<file path="src/include/orc_defs.svh">
`ifndef ORC_DEFS_SVH
`define ORC_DEFS_SVH
// Transceiver-side register addresses
`define ORC_DRC_WR       6'h0a
`define ORC_DRC_SET      6'h0b
`define ORC_DRC_CLR      6'h0c
`define ORC_REE_WR       6'h0d
`define ORC_REE_SET      6'h0e
`define ORC_REE_CLR      6'h0f
// Dual-role control fields
`define ORC_B_ID_SENSE   0
`define ORC_B_DP_PD      1
`define ORC_B_DM_PD      2
`define ORC_B_DISCHARGE  3
`define ORC_B_CHARGE     4
`define ORC_B_SWITCH     6
`define ORC_B_EXT_IND    7
`define ORC_DRC_RESET    8'h06
`define ORC_DRC_MASK     8'hdf
// Rising enable: detach, supply valid, session present, ended, id grounded
`define ORC_EV_DETACH    0
`define ORC_EV_VALID     1
`define ORC_EV_SESSION   2
`define ORC_EV_ENDED     3
`define ORC_EV_ID_GND    4
`define ORC_REE_RESET    8'h1f
`define ORC_REE_MASK     8'h1f
// Receive status byte: bit 7 event, bits 6:5 line state, bits 4:0 sources
`define ORC_RX_EVENT     7
`define ORC_RX_LS_LO     5
// Controller Wishbone byte addresses
`define ORC_WB_CMD       8'h00
`define ORC_WB_STATUS    8'h04
`define ORC_WB_IRQ_STAT  8'h08
`define ORC_WB_IRQ_CLR   8'h0c
`define ORC_WB_IRQ_EN    8'h10
`define ORC_CMD_WE       16
`define ORC_IRQ_DONE     0
`define ORC_IRQ_EVENT    1
`define ORC_IRQ_REFUSED  2
`define ORC_IRQ_DISCH    3
// Timing
`define ORC_CLK_HZ       25000000
`define ORC_ID_SETTLE_MS 50
`define ORC_SE0_MIN_MS   2
`endif

</file>
<file path="src/include/orc_pkg.sv">
package orc_pkg;
  typedef enum logic [1:0] {
    OP_WRITE = 2'h0,
    OP_SET   = 2'h1,
    OP_CLEAR = 2'h2,
    OP_NONE  = 2'h3
  } orc_op_type;
  typedef enum logic [2:0] {
    ST_IDLE = 3'b001,
    ST_BUSY = 3'b010,
    ST_GAP  = 3'b100
  } orc_state_type;
endpackage

</file>
<file path="src/include/orc_if.sv">
`timescale 1ns/10ps
interface orc_if;
  logic       req;
  logic       we;
  logic [5:0] addr;
  logic [7:0] wdata;
  logic       ack;
  logic [7:0] rdata;
  logic       rx_valid;
  logic [7:0] rx_byte;
  modport phy (input req, we, addr, wdata, output ack, rdata, rx_valid, rx_byte);
  modport link (output req, we, addr, wdata, input ack, rdata, rx_valid, rx_byte);
endinterface

</file>
<file path="src/logic/orc_link_ctrl.sv">
// Register access over Wishbone was left to the implementer.
`timescale 1ns/10ps
`include "orc_defs.svh"
module orc_link_ctrl
#(
  parameter int ID_SETTLE_CYC = `ORC_ID_SETTLE_MS * (`ORC_CLK_HZ / 1000),
  parameter int SE0_MIN_CYC   = `ORC_SE0_MIN_MS * (`ORC_CLK_HZ / 1000)
)
(
  input  wire logic        sys_clk_i,
  input  wire logic        arst_n_i,
  orc_if.link              phy,
  input  wire logic        wb_cyc_i,
  input  wire logic        wb_stb_i,
  input  wire logic        wb_we_i,
  input  wire logic [7:0]  wb_adr_i,
  input  wire logic [3:0]  wb_sel_i,
  input  wire logic [31:0] wb_dat_i,
  output logic [31:0]      wb_dat_o,
  output logic             wb_ack_o,
  output logic             irq_o
);

  orc_pkg::orc_state_type st_q;
  logic        req_q;
  logic        we_q;
  logic [5:0]  addr_q;
  logic [7:0]  wdata_q;
  logic [7:0]  rd_q;
  logic [7:0]  rx_q;
  logic        disch_q;
  logic        auto_q;
  logic        ended_q;
  logic        id_on_q;
  logic [20:0] id_cnt_q;
  logic [16:0] se0_cnt_q;
  logic [3:0]  irq_st_q;
  logic [3:0]  irq_en_q;
  logic        ack_q;
  logic [31:0] dat_q;
  logic        irq_q;

  // Bus decode
  wire bus_w    = wb_cyc_i & wb_stb_i & ~ack_q;
  wire wr_w     = bus_w & wb_we_i;
  wire cmd_wr_w = wr_w & (wb_adr_i == `ORC_WB_CMD) & (wb_sel_i == 4'hf);
  wire clr_wr_w = wr_w & (wb_adr_i == `ORC_WB_IRQ_CLR) & wb_sel_i[0];
  wire en_wr_w  = wr_w & (wb_adr_i == `ORC_WB_IRQ_EN) & wb_sel_i[0];
  wire [5:0] c_addr_w = wb_dat_i[5:0];
  wire [7:0] c_data_w = wb_dat_i[15:8];
  wire       c_we_w   = wb_dat_i[`ORC_CMD_WE];
  wire       idle_w   = (st_q == orc_pkg::ST_IDLE);

  // Settling and SE0 timers gate what may be believed and sent
  wire id_ok_w  = id_on_q & (id_cnt_q == 21'(ID_SETTLE_CYC));
  wire se0_ok_w = (se0_cnt_q == 17'(SE0_MIN_CYC));
  wire drc_cmd_w = (c_addr_w == `ORC_DRC_WR) | (c_addr_w == `ORC_DRC_SET);
  // Charge only once the supply is discharged and SE0 has lasted
  wire chg_bad_w = c_we_w & drc_cmd_w & c_data_w[`ORC_B_CHARGE]
                   & ~(ended_q & se0_ok_w);
  wire launch_w  = cmd_wr_w & idle_w & ~auto_q & ~chg_bad_w;
  wire refuse_w  = cmd_wr_w & chg_bad_w;
  wire auto_go_w = idle_w & auto_q & ~cmd_wr_w;
  wire done_w    = (st_q == orc_pkg::ST_BUSY) & phy.ack;

  // Id grounded is hidden until the pull-up has settled
  wire [7:0] rx_f_w = {phy.rx_byte[7:5], phy.rx_byte[4] & id_ok_w,
                       phy.rx_byte[3:0]};
  wire ev_w = phy.rx_valid & phy.rx_byte[`ORC_RX_EVENT]
              & (|rx_f_w[4:0]);
  wire end_rise_w = phy.rx_valid & phy.rx_byte[`ORC_EV_ENDED] & ~ended_q;
  wire [3:0] irq_set_w = {end_rise_w & disch_q, refuse_w, ev_w, done_w};

  // Access sequencer: one transfer, then a gap cycle
  always_ff @(posedge sys_clk_i or negedge arst_n_i)
  begin
    if (!arst_n_i)
    begin
      st_q    <= orc_pkg::ST_IDLE;
      req_q   <= 1'b0;
      we_q    <= 1'b0;
      addr_q  <= 6'h00;
      wdata_q <= 8'h00;
      rd_q    <= 8'h00;
    end
    else
    begin
      case (st_q)
        orc_pkg::ST_IDLE:
        begin
          if (launch_w | auto_go_w)
          begin
            st_q    <= orc_pkg::ST_BUSY;
            req_q   <= 1'b1;
            we_q    <= auto_go_w | c_we_w;
            addr_q  <= auto_go_w ? `ORC_DRC_CLR : c_addr_w;
            wdata_q <= auto_go_w ? 8'h08 : c_data_w;
          end
        end
        orc_pkg::ST_BUSY:
        begin
          if (phy.ack)
          begin
            st_q  <= orc_pkg::ST_GAP;
            req_q <= 1'b0;
            rd_q  <= we_q ? rd_q : phy.rdata;
          end
        end
        orc_pkg::ST_GAP: st_q <= orc_pkg::ST_IDLE;
        default: st_q <= orc_pkg::ST_IDLE;
      endcase
    end
  end

  assign phy.req   = req_q;
  assign phy.we    = we_q;
  assign phy.addr  = addr_q;
  assign phy.wdata = wdata_q;

  // Track discharge and id pull-up from what was written
  wire w_done_w  = done_w & we_q;
  wire drc_sel_w = (addr_q == `ORC_DRC_WR);
  wire drc_setw  = (addr_q == `ORC_DRC_SET);
  wire drc_clrw  = (addr_q == `ORC_DRC_CLR);
  wire disch_on_w  = w_done_w & (drc_sel_w | drc_setw) & wdata_q[`ORC_B_DISCHARGE];
  wire disch_off_w = w_done_w & ((drc_sel_w & ~wdata_q[`ORC_B_DISCHARGE])
                     | (drc_clrw & wdata_q[`ORC_B_DISCHARGE]));
  wire id_on_w  = w_done_w & (drc_sel_w | drc_setw) & wdata_q[`ORC_B_ID_SENSE];
  wire id_off_w = w_done_w & ((drc_sel_w & ~wdata_q[`ORC_B_ID_SENSE])
                  | (drc_clrw & wdata_q[`ORC_B_ID_SENSE]));

  // Discharge held until session ended rises, then cleared
  always_ff @(posedge sys_clk_i or negedge arst_n_i)
  begin
    if (!arst_n_i)
    begin
      disch_q <= 1'b0;
      auto_q  <= 1'b0;
      ended_q <= 1'b0;
      rx_q    <= 8'h00;
    end
    else
    begin
      disch_q <= disch_on_w | (disch_q & ~disch_off_w);
      auto_q  <= (auto_q & ~auto_go_w) | (end_rise_w & disch_q);
      ended_q <= phy.rx_valid ? phy.rx_byte[`ORC_EV_ENDED] : ended_q;
      rx_q    <= phy.rx_valid ? rx_f_w : rx_q;
    end
  end

  // Settling timer restarts whenever the pull-up is set again
  always_ff @(posedge sys_clk_i or negedge arst_n_i)
  begin
    if (!arst_n_i)
    begin
      id_on_q   <= 1'b0;
      id_cnt_q  <= 21'h0;
      se0_cnt_q <= 17'h0;
    end
    else
    begin
      id_on_q  <= id_on_w | (id_on_q & ~id_off_w);
      id_cnt_q <= (id_on_w | ~id_on_q) ? 21'h0 :
                  id_ok_w ? id_cnt_q : id_cnt_q + 21'h1;
      if (phy.rx_valid & (phy.rx_byte[6:5] != 2'h0))
        se0_cnt_q <= 17'h0;
      else if (~se0_ok_w & (rx_q[6:5] == 2'h0))
        se0_cnt_q <= se0_cnt_q + 17'h1;
    end
  end

  // Read mux
  wire [31:0] status_w = {8'h00, rx_q, rd_q, 4'h0, se0_ok_w, id_ok_w,
                          disch_q, ~idle_w | auto_q};
  wire [31:0] rmux_w = (wb_adr_i == `ORC_WB_STATUS)   ? status_w :
                       (wb_adr_i == `ORC_WB_IRQ_STAT) ? {28'h0, irq_st_q} :
                       (wb_adr_i == `ORC_WB_IRQ_EN)   ? {28'h0, irq_en_q} :
                       32'h0;

  // Bus slave and interrupt; a new event wins over its clear
  always_ff @(posedge sys_clk_i or negedge arst_n_i)
  begin
    if (!arst_n_i)
    begin
      ack_q    <= 1'b0;
      dat_q    <= 32'h0;
      irq_st_q <= 4'h0;
      irq_en_q <= 4'h0;
      irq_q    <= 1'b0;
    end
    else
    begin
      ack_q    <= bus_w;
      dat_q    <= (bus_w & ~wb_we_i) ? rmux_w : 32'h0;
      irq_st_q <= (irq_st_q & ~(clr_wr_w ? wb_dat_i[3:0] : 4'h0)) | irq_set_w;
      irq_en_q <= en_wr_w ? wb_dat_i[3:0] : irq_en_q;
      irq_q    <= |(irq_st_q & irq_en_q);
    end
  end

  assign wb_ack_o = ack_q;
  assign wb_dat_o = dat_q;
  assign irq_o    = irq_q;

endmodule

</file>
<file path="src/flat_wrapper.sv">
// flat-port wrapper written by rule: the top's interface ports become plain ports
module orc_link_ctrl_flat 
#(
  parameter int ID_SETTLE_CYC = `ORC_ID_SETTLE_MS * (`ORC_CLK_HZ / 1000),
  parameter int SE0_MIN_CYC   = `ORC_SE0_MIN_MS * (`ORC_CLK_HZ / 1000)
)
  (sys_clk_i, arst_n_i, wb_cyc_i, wb_stb_i, wb_we_i, wb_adr_i, wb_sel_i, wb_dat_i, wb_dat_o, wb_ack_o, irq_o, phy_req, phy_we, phy_addr, phy_wdata, phy_ack, phy_rdata, phy_rx_valid, phy_rx_byte);
  orc_if phy_i ();
  input  wire logic sys_clk_i;
  input  wire logic arst_n_i;
  input  wire logic wb_cyc_i;
  input  wire logic wb_stb_i;
  input  wire logic wb_we_i;
  input  wire logic [7:0] wb_adr_i;
  input  wire logic [3:0] wb_sel_i;
  input  wire logic [31:0] wb_dat_i;
  output logic [31:0] wb_dat_o;
  output logic wb_ack_o;
  output logic irq_o;
  output wire logic [$bits(phy_i.req)-1:0] phy_req;
  output wire logic [$bits(phy_i.we)-1:0] phy_we;
  output wire logic [$bits(phy_i.addr)-1:0] phy_addr;
  output wire logic [$bits(phy_i.wdata)-1:0] phy_wdata;
  input wire logic [$bits(phy_i.ack)-1:0] phy_ack;
  input wire logic [$bits(phy_i.rdata)-1:0] phy_rdata;
  input wire logic [$bits(phy_i.rx_valid)-1:0] phy_rx_valid;
  input wire logic [$bits(phy_i.rx_byte)-1:0] phy_rx_byte;
  assign phy_req = phy_i.req;
  assign phy_we = phy_i.we;
  assign phy_addr = phy_i.addr;
  assign phy_wdata = phy_i.wdata;
  assign phy_i.ack = phy_ack;
  assign phy_i.rdata = phy_rdata;
  assign phy_i.rx_valid = phy_rx_valid;
  assign phy_i.rx_byte = phy_rx_byte;
  orc_link_ctrl #(.ID_SETTLE_CYC(ID_SETTLE_CYC), .SE0_MIN_CYC(SE0_MIN_CYC)) u_core (.sys_clk_i(sys_clk_i), .arst_n_i(arst_n_i), .phy(phy_i), .wb_cyc_i(wb_cyc_i), .wb_stb_i(wb_stb_i), .wb_we_i(wb_we_i), .wb_adr_i(wb_adr_i), .wb_sel_i(wb_sel_i), .wb_dat_i(wb_dat_i), .wb_dat_o(wb_dat_o), .wb_ack_o(wb_ack_o), .irq_o(irq_o));
endmodule
</file>
<file path="config.mk">
export PLATFORM = sky130hd
export DESIGN_NAME = orc_link_ctrl_flat
export DESIGN_NICKNAME = d
export VERILOG_FILES = /design/src/include/orc_pkg.sv /design/src/include/orc_if.sv /design/src/logic/orc_link_ctrl.sv /design/src/flat_wrapper.sv
export VERILOG_INCLUDE_DIRS = /design/src /design/src/include
export SDC_FILE = /design/constraint.sdc
export NUM_CORES = 1
export LEC_CHECK = 0
export BUFFER_PORTS_ARGS = -buffer_cell sky130_fd_sc_hd__buf_2
export CAP_MARGIN = 0
export CORE_MARGIN = 2
export CORE_UTILIZATION = 54
export DETAILED_ROUTE_END_ITERATION = 7
export MAX_ROUTING_LAYER = met4
export PLACE_DENSITY_LB_ADDON = 0.05
export SLEW_MARGIN = 20
export SYNTH_ARGS = -nofsm -noshare
export SYNTH_HDL_FRONTEND = slang
export SYNTH_SLANG_ARGS = --single-unit
export TNS_END_PERCENT = 100
</file>
<file path="constraint.sdc">
create_clock -name sys_clk_i -period 2.17 [get_ports sys_clk_i]
set_input_delay 0.434 -clock sys_clk_i [delete_from_list [all_inputs] [get_ports sys_clk_i]]
set_output_delay 0.434 -clock sys_clk_i [all_outputs]
set_load 0.01 [all_outputs]
</file>
==> impl_metrics.py <==
metrics = {
    "outcome": {
        "outcome": "finished clean",
    },
    "drt": {
        "routed_via_density": 5.265,
        "drcViolationCount": 0,
        "wire_per_inst_um": 14.73,
        "postRouteAntennaNets": 0,
        "first_pass_iters": 4,
        "drt_wl_total_um": 9944,
        "vias": 3554,
        "drt_iter0_drc": 102,
    },
    "clock_network": {
        "h-tree-depth": 3,
        "cts_tree": "yes",
        "clockRootBuffer": "clkbuf_8",
        "clkSinkCount": 106,
        "clock_latency_ps": 360,
        "clock_tree.buffer_depth": 2,
        "clkTransAtPathRegs_ps": 110,
        "cts_buffers": 9,
    },
    "cells_and_area": {
        "drive_gt1_share_pct": 28.22,
        "syn2layout_area_growth_pct": 18.14,
        "nNetsFinal": 633,
        "fin_util_pct": 66.31,
        "antenna_cells": 0,
    },
    "sta": {
        "rsz0062_at_grt": "no",
        "fin_crit_ps": 2039,
        "relSlewSlack_pct": 57.29,
        "hold_viol": 0,
        "post-route-period-util_pct": 93.95,
        "tightest_slew_ps": 640.6,
        "final.setup.tns_ps": 0,
        "finalSetupViolations": 0,
        "slew_viol_final": 0,
        "clock_skew_ps": 12.85,
        "max_freq_ghz": 0.4905,
    },
    "floorplan": {
        "die_w_um": 99.44,
        "floorplan.initialDensity_pct": 56.13,
        "core.rowCount": 34,
        "die_area_mm2": 0.009887,
        "die_h_um": 99.44,
        "fp.coreArea_mm2": 0.008763,
        "ios": 117,
    },
    "worst_setup_path": {
        "cp-start-kind": "flop",
        "crit_required_ps": 2420,
        "path_class": "flop to flop",
        "r2r-end": "u_core.phy.wdata[3]$_DFFE_PN0P_",
        "r2r_slack_ps": 130,
        "reg2regPathDepth": 8,
        "end_kind": "flop",
        "cp_max_fo": 15,
        "timing.rr.start": "u_core.se0_cnt_q[0]$_DFFE_PN0P_",
        "arrival_ps": 2290,
    },
    "yosys": {
        "avgSynthCellArea_um2": 10.88,
        "yosysSeqAreaShare_pct": 53.96,
        "ys.flop_type": "dfrtp_1",
        "synth_edf_count": 0,
        "synth_cells": 452,
        "synth-seq-cells": 106,
        "synth_warnings": 0,
        "syn-cell-area_mm2": 0.004918,
        "yosysUniqueCellTypes": 52,
        "ys_async_sr_fraction_pct": 100.0,
    },
    "place": {
        "port_buffers": 87,
        "gp_congestion": 0.8963,
        "dp_hpwl_um": 7207,
    },
    "global_route": {
        "grt_pass1_vias": 3565,
        "grt_pass1_wl_um": 16880,
        "antenna_found_initial": 0,
        "overflow": 0,
        "track_usage_pct": 21.93,
        "grt_max_degree": 62,
    },
    "hold_path": {
        "hp-start": "phy_rdata[6]",
        "holdPathEnd": "u_core.rd_q[6]$_DFFE_PN0P_",
        "holdPathStages": 2,
        "hp-class": "primary input to flop",
    },
    "power": {
        "ir_drop_mv": 0.3568,
        "power.leakage_nw": 2.906,
        "p_per_area_mw_per_mm2": 583.9,
    },
    "job": {
        "cap_violations": 0,
    },
}
[how the worst max path moves through the flow]
stage / start / endpoint / cells past startpoint
final: u_core.se0_cnt_q[0]$_DFFE_PN0P_ / u_core.phy.wdata[3]$_DFFE_PN0P_ / 8
after global routing: u_core.se0_cnt_q[0]$_DFFE_PN0P_ / u_core.phy.we$_DFFE_PN0P_ / 8
after CTS: u_core.se0_cnt_q[0]$_DFFE_PN0P_ / u_core.phy.wdata[3]$_DFFE_PN0P_ / 8
after detailed placement: wb_stb_i / u_core.phy.wdata[3]$_DFFE_PN0P_ / 7
after global placement: wb_stb_i / u_core.phy.wdata[3]$_DFFE_PN0P_ / 7
after floorplan: u_core.st_q[0]$_DFFE_PN1P_ / u_core.phy.addr[2]$_DFFE_PN0P_ / 5
[timing repair]
item                       4_1_cts  5_1_grt
hold endpoints to repair         3        0
setup endpoints to repair        0        4
setup buffers                    0        9
resized for setup                0        1
hold buffers                     1        0
[sequential cells by signal (all words and copies together) (netlist names)]
| signal | cells |
|---|---|
| u_core.st_q | 3 |
| u_core.disch_q | 1 |
| u_core.phy.req | 1 |
| u_core.phy.we | 1 |
| u_core.wb_dat_o | 20 |
| u_core.auto_q | 1 |
| u_core.id_on_q | 1 |
| u_core.irq_en_q | 4 |
| u_core.rd_q | 8 |
| u_core.rx_q | 8 |
| u_core.irq_st_q | 4 |
| u_core.id_cnt_q | 21 |
| u_core.wb_ack_o | 1 |
| u_core.irq_o | 1 |
| u_core.phy.wdata | 8 |
| u_core.phy.addr | 6 |
| u_core.se0_cnt_q | 17 |
[cells in the final DEF (no fill, tap or decap), drive strengths merged, types with 8 or more instances in the layout]
cell type,netlist,routed
a21oi,10,10
and2,15,15
buf,17,110
clkbuf,6,9
conb,1,12
dfrtp,105,105
inv,24,29
mux2,22,22
mux2i,13,13
nand2,33,33
nand2b,8,8
nand3,19,19
nand4,13,13
nor2,59,59
xor2,28,28
[synth_stat cells (2+ instances only)]
| master | count | area (µm²) |
|---|---|---|
| dfrtp_1 | 105 | 2628 |
| nor2_1 | 58 | 217.7 |
| nand2_1 | 33 | 123.9 |
| xor2_1 | 28 | 245.2 |
| inv_1 | 24 | 90.09 |
| mux2_2 | 22 | 247.7 |
| nand3_1 | 19 | 95.09 |
| and2_1 | 15 | 93.84 |
| buf_4 | 13 | 97.59 |
| mux2i_1 | 13 | 130.1 |
| nand4_1 | 13 | 81.33 |
| a21oi_1 | 10 | 50.05 |
| nand2b_1 | 8 | 50.05 |
| xnor2_1 | 7 | 61.31 |
| a22oi_1 | 6 | 45.04 |
| and3_1 | 6 | 37.54 |
| clkbuf_1 | 6 | 22.52 |
| nor3_1 | 6 | 30.03 |
| o21ai_0 | 5 | 25.02 |
| and4_1 | 4 | 35.03 |
| ha_1 | 4 | 50.05 |
| nand4b_1 | 4 | 35.03 |
| nor2b_1 | 4 | 25.02 |
| o31ai_1 | 4 | 30.03 |
| nor4_1 | 3 | 18.77 |
| a211o_1 | 2 | 17.52 |
| a32o_1 | 2 | 20.02 |
| buf_2 | 2 | 10.01 |
| nor3b_1 | 2 | 15.01 |
| nor4b_1 | 2 | 17.52 |
[logic make-up (layout without fill, tap and decap cells)]
logic type	after synthesis	after routing	synth area share [%]
compound gates	35	35	5.291
xor+xnor	35	35	6.233
fa+ha+maj	4	4	1.018
buf+inv	47	151	5.113
flops	106	106	53.96
mux	35	35	7.682
other cells	1	12	0.07624
simple gates	189	189	20.63
[power breakdown]
| part | total [mW] | internal [mW] | switching, mW | leakage (nW) |
|---|---|---|---|---|
| logic | 0.215 | 0.0924 | 0.122 | 1.35 |
| clock network | 1.16 | 0.452 | 0.711 | 0.0962 |
| registers | 2.01 | 2.00 | 0.0173 | 1.46 |
[metal layers]
layer | global-route usage, % | share of wire, % | vias up
li1 | - | - | 1726
met5 | - | 0 | -
met2 | 34.36 | 48 | 92
met4 | 5.479 | 0.94 | 0
met1 | 29.93 | 46 | 1728
met3 | 4.146 | 5.0 | 8
[final cells by class]
class | instances | area [µm²]
multi-input combinational | 310 | 2069
inverter | 24 | 90.09
clock buffer | 9 | 123.9
tap | 108 | 135.1
clock inverter | 7 | 67.56
sequential | 106 | 2654
timing repair buffer | 111 | 670.6
fill | 706 | 2953
[worst max-delay path: stages (launching register included)]
cell and delay, ps:
dfrtp_1 420, inv_1 100, ha_1 140, nor4b_4 180
and4_1 250, a21oi_1 120, nor3b_4 230, buf_12 170
mux2_2 330
[metrics by stage]
step,area [µm²],setup WS (ps),hold slack [ps],std cells,power [mW]
detailed placement,5533,19.07,253.8,649,2.263
finish,5811,131.3,300.2,675,3.393
global route,5811,6.155,281.1,675,3.545
global placement,5533,53.01,253.8,649,2.254
floorplan,4960,262.5,138.4,463,2.150
CTS,5734,24.25,279.5,666,3.444
Note: power is estimated with default switching activity, not from simulation.
